File: config.mk
export PLATFORM = sky130hd
export DESIGN_NAME = adcsq_top
export DESIGN_NICKNAME = d
export VERILOG_FILES = /design/src/adcsq_pkg.sv /design/src/adcsq_top.sv
export SDC_FILE = /design/constraint.sdc
export NUM_CORES = 1
export LEC_CHECK = 0
export BUFFER_PORTS_ARGS = -buffer_cell sky130_fd_sc_hd__buf_2
export CAP_MARGIN = 0
export CORE_UTILIZATION = 60
export CTS_CLUSTER_SIZE = 12
export DETAILED_ROUTE_END_ITERATION = 7
export PLACE_DENSITY = 0.8
export SYNTH_ARGS = -nofsm -noshare
export SYNTH_HDL_FRONTEND = slang
export SYNTH_SLANG_ARGS = --single-unit
File: constraint.sdc
create_clock -name clk_in -period 6.9 [get_ports clk_in]
set_input_delay 0.69 -clock clk_in [delete_from_list [all_inputs] [get_ports clk_in]]
set_output_delay 0.69 -clock clk_in [all_outputs]
set_load 0.02 [all_outputs]
File: src/adcsq_pkg.sv
package adcsq_pkg;
    // ===========================================
    // register map of the plain register port
    localparam logic [3:0] ADCSQ_OFS_STATUS = 4'h0;
    localparam logic [3:0] ADCSQ_OFS_DATA = 4'h1;
    localparam logic [3:0] ADCSQ_OFS_CTRL = 4'h2;
    localparam logic [3:0] ADCSQ_OFS_TEMP = 4'h3;
    localparam logic [3:0] ADCSQ_OFS_FLAGS = 4'h4;
    // ===========================================
    // status register fields
    localparam int ADCSQ_ST_IDX_LSB = 0;
    localparam int ADCSQ_ST_CFG_BIT = 5;
    localparam int ADCSQ_ST_CONV_BIT = 6;
    localparam int ADCSQ_ST_AVG_BIT = 7;
    // control register fields
    localparam int ADCSQ_CN_LOC_BIT = 0;
    // slot configuration fields
    localparam int ADCSQ_CF_CH_LSB = 0;
    localparam int ADCSQ_CF_DIFF_BIT = 5;
    localparam int ADCSQ_CF_ALIGN_BIT = 6;
    localparam int ADCSQ_CF_ACQ_BIT = 7;
    localparam int ADCSQ_CF_ALT_LSB = 8;
    localparam int ADCSQ_CF_GAIN_LSB = 13;
    // temperature control fields
    localparam int ADCSQ_TC_EN_BIT = 0;
    localparam int ADCSQ_TC_ALIGN_BIT = 4;
    localparam int ADCSQ_TC_IEN_BIT = 10;
    localparam logic [15:0] ADCSQ_TC_MASK = 16'h0411;
    localparam logic [15:0] ADCSQ_CF_MASK = 16'h7FFF;
    localparam logic [15:0] ADCSQ_ST_MASK = 16'h00FF;
    // ===========================================
    // sizes and reset values
    localparam int ADCSQ_NSLOT = 24;
    localparam int ADCSQ_NBUF = 25;
    localparam logic [4:0] ADCSQ_TEMP_ENTRY = 5'h16;
    localparam logic [15:0] ADCSQ_RST16 = 16'h0000;
    // channel codes
    localparam logic [4:0] ADCSQ_CH_LAST_DIFF = 5'h07;
    localparam logic [4:0] ADCSQ_CH_LAST_SINGLE = 5'h0F;
    localparam logic [4:0] ADCSQ_CH_REF_A = 5'h10;
    localparam logic [4:0] ADCSQ_CH_REF_B = 5'h11;
    localparam logic [4:0] ADCSQ_CH_SUPPLY = 5'h12;
    localparam logic [4:0] ADCSQ_CH_DAC_REF = 5'h13;
    localparam logic [4:0] ADCSQ_CH_OFFSET = 5'h19;
    // ===========================================
    // timing at 125 MHz
    localparam int ADCSQ_CLK_MHZ = 125;
    localparam int ADCSQ_TEMP_US = 42;
    localparam int ADCSQ_TEMP_CYC = ADCSQ_TEMP_US * ADCSQ_CLK_MHZ;
    localparam int ADCSQ_ACQ_EXT_CYC = 16;

    typedef struct packed {
        logic [3:0] addr;
        logic [15:0] wdata;
        logic wr;
        logic rd;
    } adcsq_bus_t;

    typedef struct packed {
        logic valid;
        logic [13:0] value;
    } adcsq_result_t;

    typedef struct packed {
        logic start;
        logic [4:0] channel;
        logic diff;
        logic [1:0] gain;
        logic [1:0] sample_average_count;
    } adcsq_req_t;
endpackage : adcsq_pkg

File: src/adcsq_top.sv
// Operation
// - with override on, results go to the slot's alternate entry
// - acquisition extension bit adds a wait before that conversion
// - alignment one: result in bits 15:2, low two bits zero
// - alignment zero: result in bits 13:0, top bits copy bit 13
// - differential bit picks differential, else single-ended against ground
// - codes 0-15 single inputs; differential 0-7 pairs, 8-15 invalid
// - codes 16-19 references and supply, 25 offset, 20-24 invalid
// - averaging view write updates indexed averaging register, index advances
// - averaging registers reset to zero
// - averaging writes taken only while no conversion runs
// - averaging field codes one, four, eight, sixteen samples
// - result view read returns indexed 14-bit signed entry of 25
// - index increments after each result read
// - result entries reset to zero and ignore software writes
// - voltage and temperature formats, left shift by two positions
// - results are two's complement
// - die temperature results only go to entry 22
// - temperature interrupt raised on completion when enabled
// - temperature alignment bit picks left or right justification
// - writing temperature enable starts a 42 us conversion into entry 22
// - two-bit gain field selects one of four scale trims
// - index with view bits picks data port target, advances on access
// - temperature ready flag set on finish, cleared by writing zero
//
// The register addresses and strobed register access are this design's own decisions.
`timescale 1ns/1ps
`default_nettype none
module adcsq_top (
    // clock and reset
    input wire logic clk_in,
    input wire logic reset_n_in,
    // register port
    input wire adcsq_pkg::adcsq_bus_t bus_in,
    output logic [15:0] rdata_out,
    // converter side
    output adcsq_pkg::adcsq_req_t conv_req_out,
    input wire adcsq_pkg::adcsq_result_t conv_res_in,
    output logic temp_start_out,
    input wire adcsq_pkg::adcsq_result_t temp_res_in,
    // status
    output logic channel_invalid_out,
    output logic temp_irq_out
);
    import adcsq_pkg::*;

    typedef enum logic [2:0] {
        ADCSQ_IDLE = 3'b001,
        ADCSQ_ACQ = 3'b010,
        ADCSQ_CONV = 3'b100
    } adcsq_state_t;

    typedef struct packed {
        adcsq_state_t st;
        logic [ADCSQ_NSLOT-1:0][15:0] cfg;
        logic [ADCSQ_NSLOT-1:0][1:0] sample_average_count;
        logic [ADCSQ_NBUF-1:0][15:0] buf_e;
        logic [4:0] idx;
        logic cfg_view;
        logic avg_view;
        logic conv;
        logic location_override_enable;
        logic [4:0] slot;
        logic [4:0] acq_cnt;
        logic temp_ien;
        logic temp_align;
        logic temp_busy;
        logic temp_flag;
        logic [15:0] rdata;
        adcsq_req_t req;
        logic temp_start;
        logic invalid;
        logic irq;
    } adcsq_state_all_t;

    adcsq_state_all_t s_q, s_d;

    // ===========================================
    // helper functions
    function automatic logic [15:0] adcsq_align(input logic [13:0] v,
                                                input logic left);
        // both formats are 14-bit two's complement
        if (left) begin
            adcsq_align = {v, 2'b00};
        end else begin
            adcsq_align = {{2{v[13]}}, v};
        end
    endfunction : adcsq_align

    function automatic logic adcsq_bad_ch(input logic [4:0] ch,
                                          input logic diff);
        if (ch <= ADCSQ_CH_LAST_SINGLE) begin
            adcsq_bad_ch = diff && (ch > ADCSQ_CH_LAST_DIFF);
        end else begin
            adcsq_bad_ch = (ch > ADCSQ_CH_DAC_REF) &&
                           (ch != ADCSQ_CH_OFFSET);
        end
    endfunction : adcsq_bad_ch

    // ===========================================
    // next state
    logic [15:0] cur_cfg;
    logic [4:0] dest;
    logic port_hit;
    always_comb begin
        s_d = s_q;
        s_d.temp_start = 1'b0;
        s_d.req.start = 1'b0;
        s_d.rdata = ADCSQ_RST16;
        cur_cfg = s_q.cfg[s_q.slot];
        port_hit = bus_in.addr == ADCSQ_OFS_DATA;

        // register writes
        if (bus_in.wr) begin
            case (bus_in.addr)
                ADCSQ_OFS_STATUS: begin
                    s_d.idx = bus_in.wdata[ADCSQ_ST_IDX_LSB +: 5];
                    s_d.cfg_view = bus_in.wdata[ADCSQ_ST_CFG_BIT];
                    s_d.avg_view = bus_in.wdata[ADCSQ_ST_AVG_BIT];
                    s_d.conv = bus_in.wdata[ADCSQ_ST_CONV_BIT];
                    if (bus_in.wdata[ADCSQ_ST_CONV_BIT] && !s_q.conv) begin
                        s_d.slot = 5'h00;
                        s_d.st = ADCSQ_IDLE;
                    end
                end
                ADCSQ_OFS_DATA: begin
                    // writes land only while no conversion runs; the index moves anyway
                    if (s_q.cfg_view && !s_q.conv &&
                        s_q.idx < 5'(ADCSQ_NSLOT)) begin
                        s_d.cfg[s_q.idx] = bus_in.wdata & ADCSQ_CF_MASK;
                    end else if (!s_q.cfg_view && s_q.avg_view &&
                                 !s_q.conv &&
                                 s_q.idx < 5'(ADCSQ_NSLOT)) begin
                        s_d.sample_average_count[s_q.idx] = bus_in.wdata[1:0];
                    end
                    s_d.idx = s_q.idx + 5'h01;
                end
                ADCSQ_OFS_CTRL: begin
                    s_d.location_override_enable = bus_in.wdata[ADCSQ_CN_LOC_BIT];
                end
                ADCSQ_OFS_TEMP: begin
                    s_d.temp_ien = bus_in.wdata[ADCSQ_TC_IEN_BIT];
                    s_d.temp_align = bus_in.wdata[ADCSQ_TC_ALIGN_BIT];
                    if (bus_in.wdata[ADCSQ_TC_EN_BIT] && !s_q.temp_busy) begin
                        s_d.temp_busy = 1'b1;
                        s_d.temp_start = 1'b1;
                    end
                end
                ADCSQ_OFS_FLAGS: begin
                    if (!bus_in.wdata[1]) begin
                        s_d.temp_flag = 1'b0;
                    end
                end
                default: begin
                end
            endcase
        end

        // register reads, data one cycle later
        if (bus_in.rd) begin
            case (bus_in.addr)
                ADCSQ_OFS_STATUS: begin
                    s_d.rdata = {8'h00, s_q.avg_view, s_q.conv,
                                 s_q.cfg_view, s_q.idx};
                end
                ADCSQ_OFS_DATA: begin
                    if (s_q.cfg_view) begin
                        if (s_q.idx < 5'(ADCSQ_NSLOT)) begin
                            s_d.rdata = s_q.cfg[s_q.idx];
                        end
                    end else if (s_q.avg_view) begin
                        if (s_q.idx < 5'(ADCSQ_NSLOT)) begin
                            s_d.rdata = {14'h0000, s_q.sample_average_count[s_q.idx]};
                        end
                    end else if (s_q.idx < 5'(ADCSQ_NBUF)) begin
                        s_d.rdata = s_q.buf_e[s_q.idx];
                    end
                    s_d.idx = s_q.idx + 5'h01;
                end
                ADCSQ_OFS_CTRL: begin
                    s_d.rdata = {15'h0000, s_q.location_override_enable};
                end
                ADCSQ_OFS_TEMP: begin
                    s_d.rdata = {5'h00, s_q.temp_ien, 5'h00, s_q.temp_align,
                                 3'h0, s_q.temp_busy};
                end
                ADCSQ_OFS_FLAGS: begin
                    s_d.rdata = {14'h0000, s_q.temp_flag, 1'b0};
                end
                default: begin
                end
            endcase
        end

        // ===========================================
        // slot sequencer, walks all slots once per start
        dest = s_q.location_override_enable ? cur_cfg[ADCSQ_CF_ALT_LSB +: 5]
                           : cur_cfg[ADCSQ_CF_CH_LSB +: 5];
        case (s_q.st)
            ADCSQ_IDLE: begin
                if (s_q.conv) begin
                    s_d.invalid = adcsq_bad_ch(cur_cfg[4:0],
                                               cur_cfg[ADCSQ_CF_DIFF_BIT]);
                    s_d.acq_cnt = cur_cfg[ADCSQ_CF_ACQ_BIT] ?
                                  5'(ADCSQ_ACQ_EXT_CYC) : 5'h00;
                    s_d.st = ADCSQ_ACQ;
                end
            end
            ADCSQ_ACQ: begin
                if (!s_q.conv) begin
                    s_d.st = ADCSQ_IDLE; // stop at once during acquisition
                end else if (s_q.acq_cnt != 5'h00) begin
                    s_d.acq_cnt = s_q.acq_cnt - 5'h01;
                end else begin
                    s_d.req.start = 1'b1;
                    s_d.req.channel = cur_cfg[ADCSQ_CF_CH_LSB +: 5];
                    s_d.req.diff = cur_cfg[ADCSQ_CF_DIFF_BIT];
                    s_d.req.gain = cur_cfg[ADCSQ_CF_GAIN_LSB +: 2];
                    s_d.req.sample_average_count = (cur_cfg[4:0] < 5'(ADCSQ_NSLOT)) ?
                                  s_q.sample_average_count[cur_cfg[4:0]] : 2'b00;
                    s_d.st = ADCSQ_CONV;
                end
            end
            ADCSQ_CONV: begin
                if (conv_res_in.valid) begin
                    // the reserved temperature entry is never overwritten
                    if (dest < 5'(ADCSQ_NBUF) && dest != ADCSQ_TEMP_ENTRY) begin
                        s_d.buf_e[dest] = adcsq_align(conv_res_in.value,
                            cur_cfg[ADCSQ_CF_ALIGN_BIT]);
                    end
                    if (s_q.slot == 5'(ADCSQ_NSLOT - 1)) begin
                        s_d.conv = 1'b0;
                        s_d.slot = 5'h00;
                    end else begin
                        s_d.slot = s_q.slot + 5'h01;
                    end
                    s_d.st = ADCSQ_IDLE;
                end
            end
            default: begin
                s_d.st = ADCSQ_IDLE;
            end
        endcase

        // ===========================================
        // die temperature completion
        if (s_q.temp_busy && temp_res_in.valid) begin
            s_d.temp_busy = 1'b0;
            s_d.buf_e[ADCSQ_TEMP_ENTRY] = adcsq_align(temp_res_in.value,
                s_q.temp_align);
            s_d.temp_flag = 1'b1;
        end
        s_d.irq = s_q.temp_flag && s_q.temp_ien;
    end

    // ===========================================
    // state register; all storage clears on reset
    always_ff @(posedge clk_in or negedge reset_n_in) begin
        if (!reset_n_in) begin
            s_q <= '0;
            s_q.st <= ADCSQ_IDLE;
        end else begin
            s_q <= s_d;
        end
    end

    assign rdata_out = s_q.rdata;
    assign conv_req_out = s_q.req;
    assign temp_start_out = s_q.temp_start;
    assign channel_invalid_out = s_q.invalid;
    assign temp_irq_out = s_q.irq;
endmodule : adcsq_top
`default_nettype wire

==> results <==
- The run finished with clean final reports.
- The share of the Yosys chip area taken by registers is 0.498.
- Synthesis instantiated 75 different standard cells from the library.
- The power share of the sequential group is 0.445.
- The area added between synthesis and finish is 8.78%.
- The mapped netlist covers 0.0435 mm^2.
- The iteration-0 DRC count of the detailed router is 3476.
- The critical path's slowest cell is sky130_fd_sc_hd__or4_1.
- The count of pins on the block boundary is 84.
- The minimum period implied by the final worst setup slack is between 5 and 6 ns.
- The synthesized design contains 864 register bits.
- The number of endpoints failing setup at the final stage is 0.
- The half-perimeter wire length after detailed placement is about 75000 um.
- Input and output buffers added on the ports amount to 82.
- By startpoint and endpoint, the worst setup path is classified as reg2reg.
- The minimum setup slack after placement is roughly 1.8 ns.
- The total nets after synthesis is 3095.
- Summed over all layers, the routed wires come to 121000 um.
- The die is 271 um tall.
- The switching part of the total is 0.289.
- The maximum clock path buffer count is 3.
- The number of slew-limit violations in the final report is 0.
- The power per cell area is 258 mW/mm^2.
- The largest single stage delay on the critical path is 1.03 ns.
- The share of Yosys cell area claimed by the top area cell type is 0.497.
- The region available for standard cell placement spans 0.0716 mm^2.
- The via count of the first global-routing pass is approximately 30000.
- Setup slack on the critical path of the routed design comes to 1.64 ns.
- The CTS root buffer is sky130_fd_sc_hd__clkbuf_16.
- STA classifies the critical path endpoint as a flip-flop.
- The reported net switching power is approximately 3.5 mW.
- The library cell with the highest instance count after synthesis is sky130_fd_sc_hd__dfrtp_1.
- TritonCTS built the clock tree.
- The die is approximately 270 um wide.
- Across every metal layer, demand over resource in global routing totals 0.334.
- The overflow left after global routing is 0.
- Using the TritonRoute via totals, the vias-per-cell ratio works out to approximately 7.
- Across all layers, the routed design uses 28053 vias.
- The final setup TNS is 0 ns.
- Timing would allow up to approximately 190 MHz.
- The total number of H-tree levels is 3.
- The number of standard cells after synthesis is 3035.
- The largest net degree at the start of global routing is approximately 190.
- The total clock buffers created by CTS is 91.
- The average footprint of a synthesized cell is 14.3 um^2.
- The final weighted congestion in routability-driven placement is between 0.9 and 1.
- The first-pass iteration count of the detailed router is 8.
- The worst relative slew slack is 0.156.
- In this run the worst hold path is classified as in2async.
- After synthesis, the cell types taking the most area are sky130_fd_sc_hd__dfrtp_1 (50%), sky130_fd_sc_hd__mux2_2 (21%), sky130_fd_sc_hd__mux4_2 (15%).
- The clock transition at the register clock pins on the worst setup and hold paths after CTS is 0.06 ns.
- The final number of hold-violating endpoints is 0.
- The warning count from the yosys run is 0.
- Of all cell types, the one taking the most synthesized area is sky130_fd_sc_hd__dfrtp_1.
- The final worst-path cycle share is 0.763.
- The internal portion of total power is 8.68 mW.
- After clock tree synthesis, the repair step resized 0 gates.
- Across the run, the number of max-cap violations was 0.
- At the later pin of the worst-skew pair, clock insertion delay measures 0.68 ns.
- Buffers added to address setup during post-CTS repair amount to 0.
- The post-synthesis async set-or-reset flop share is 1.00.
- Data on the critical path arrives at its endpoint at 5.81 ns.
- The detailed-route wire length per cell is a little over 30 um.
- The combinational cell fraction of total power is 0.159.
- The clock arrives with 0.0414 ns of skew.
- The count of flip-flops with a built-in enable after synthesis is 0.
- The most used flip-flop cell after synthesis is sky130_fd_sc_hd__dfrtp_1.
- The initial antenna violation count is 5.
- The number of nets in the final layout is 3042.
- The fraction of final layout cells with drive strength greater than 1 is 0.461.
- At the pin with the least slew margin, the transition time is between 1 and 1.5 ns.
- For this configuration, the core starts out at a cell density of 0.607.
- The clock network fraction of total power is 0.396.
- The die covers roughly 0.073 mm^2.
- The number of buffers added to fix hold violations after cts is 0.
- The post-detailed-route DRC marker count is 0.
- The analysis attributes to cell leakage a power of 22.4 nW.
- Data on the critical path is required at its endpoint by 7.45 ns.
- The clock sink total is 864.
- Setup repair after global routing left no endpoint under its margin.
- The largest vdd supply drop is 0.348 mV.
- Ranked by instance count, the synthesized netlist is headed by sky130_fd_sc_hd__dfrtp_1 (863), sky130_fd_sc_hd__mux2_2 (805), sky130_fd_sc_hd__mux4_2 (291).
- The worst setup path is launched from a flip-flop.
- The number of nets with antenna violations after detailed routing is 0.
- The first-pass GRT wire length is 184000 um.
- The top fanout value on the critical path is 47.
- The floorplan has slightly below 100 rows.
- Traced cell by cell, the critical path runs through buf_4 > mux4_2 > mux2i_1 > nor3_1 > or3_1 > a31oi_1 > or4_1 > mux2_2.
## cells in the final DEF, fill, tap and decap left out, types with 5 or more instances in the layout
master and instances:
sky130_fd_sc_hd__and2_1 26, sky130_fd_sc_hd__diode_2 6, sky130_fd_sc_hd__buf_12 6, sky130_fd_sc_hd__dfrtp_1 857, sky130_fd_sc_hd__nor2b_1 21, sky130_fd_sc_hd__a31oi_1 12, sky130_fd_sc_hd__nor2_1 51, sky130_fd_sc_hd__o221ai_1 9
sky130_fd_sc_hd__a211oi_1 13, sky130_fd_sc_hd__buf_4 59, sky130_fd_sc_hd__o211ai_1 8, sky130_fd_sc_hd__nor3_1 21, sky130_fd_sc_hd__clkbuf_16 91, sky130_fd_sc_hd__o22ai_1 5, sky130_fd_sc_hd__mux4_2 291, sky130_fd_sc_hd__mux2i_1 101
sky130_fd_sc_hd__or3_1 5, sky130_fd_sc_hd__clkbuf_1 31, sky130_fd_sc_hd__a22oi_1 19, sky130_fd_sc_hd__and3_1 8, sky130_fd_sc_hd__nand3_1 15, sky130_fd_sc_hd__a221oi_1 11, sky130_fd_sc_hd__mux2_4 10, sky130_fd_sc_hd__nand2b_1 13
sky130_fd_sc_hd__clkbuf_8 17, sky130_fd_sc_hd__a22o_1 7, sky130_fd_sc_hd__nor3b_1 7, sky130_fd_sc_hd__buf_2 81, sky130_fd_sc_hd__o21ai_0 59, sky130_fd_sc_hd__ha_1 6, sky130_fd_sc_hd__nand2_1 199, sky130_fd_sc_hd__clkinv_2 10
sky130_fd_sc_hd__mux2_1 8, sky130_fd_sc_hd__mux2_2 805, sky130_fd_sc_hd__inv_1 21, sky130_fd_sc_hd__a21oi_1 49
## logic make-up after synthesis
kind of cell             share of synthesized area
multiplexers                                 0.388
flip-flops                                   0.498
AND/OR/NAND/NOR                             0.0428
buffers and inverters                       0.0326
AO/OA/AOI/OAI                               0.0364
adder cells (fa/ha/maj)                    0.00173
XOR/XNOR                                  0.000605
## flip-flops by register name, indices dropped and copies added, names as in the netlist
signal,count
rdata_out,16
temp_start_out,1
channel_invalid_out,1
conv_req_out,11
temp_irq_out,1
s_q,834
## power by group through the flow
stage / clock network (mW) / logic (mW) / registers [mW]
final: 4.84 / 1.94 / 5.43
after global routing: 5.07 / 2.05 / 5.44
after CTS: 4.86 / 1.93 / 5.42
after detailed placement: 0 / 1.92 / 5.51
after global placement: 0 / 1.89 / 5.50
after floorplan: 0 / 1.43 / 5.35
## worst paths after layout
path	start	to	slack [ns]	depth (start not counted)
setup / recovery	s_q[39]	s_q[169]	1.64	8
hold / removal	reset_n_in	conv_req_out[10]	0.05	1
setup reg to reg	s_q[39]	s_q[169]	1.64	8
hold reg to reg	s_q[419]	s_q[419]	0.48	2
max in group asynchronous	reset_n_in	s_q[56]	4.93	3
min in group clk_in	temp_res_in[13]	s_q[420]	0.30	2
## critical path: cells and delay by family (launching register included)
family / cells / cell delay (ns)
buffers and inverters: 1 / 0.51
AND/OR/NAND/NOR: 3 / 1.65
AO/OA/AOI/OAI: 1 / 0.58
multiplexers: 3 / 1.30
flip-flops: 1 / 1.00
## through the flow
stage               hold WS, ns  cells  cell area (um^2)   util  power [mW]
floorplan                 0.394   3035             43500      -        6.78
global placement          0.463   3839             44300  0.619        7.39
detailed placement        0.472   3839             44300  0.619        7.44
CTS                       0.112   3999             47300  0.660        12.2
global route              0.132   4003             47300  0.660        12.6
finish                   0.0462   4005             47300  0.660        12.2
## area by class of cell
cell class	instances	area (um^2)
fill	4894	24300
multi-input combinational	1855	20400
clock inverter	21	299
timing repair buffer	147	983
sequential	864	21600
clock buffer	139	2630
inverter	23	88.8
antenna	6	15.0
tap	950	1190
## metal layers
layer	up-vias	track usage	routed length [um]
li1	11249	-	-
met1	14893	0.450	46500
met2	1509	0.521	57400
met3	400	0.0777	11000
met4	2	0.150	5970
met5	-	0	10
Power figures use the tool's default switching activity.
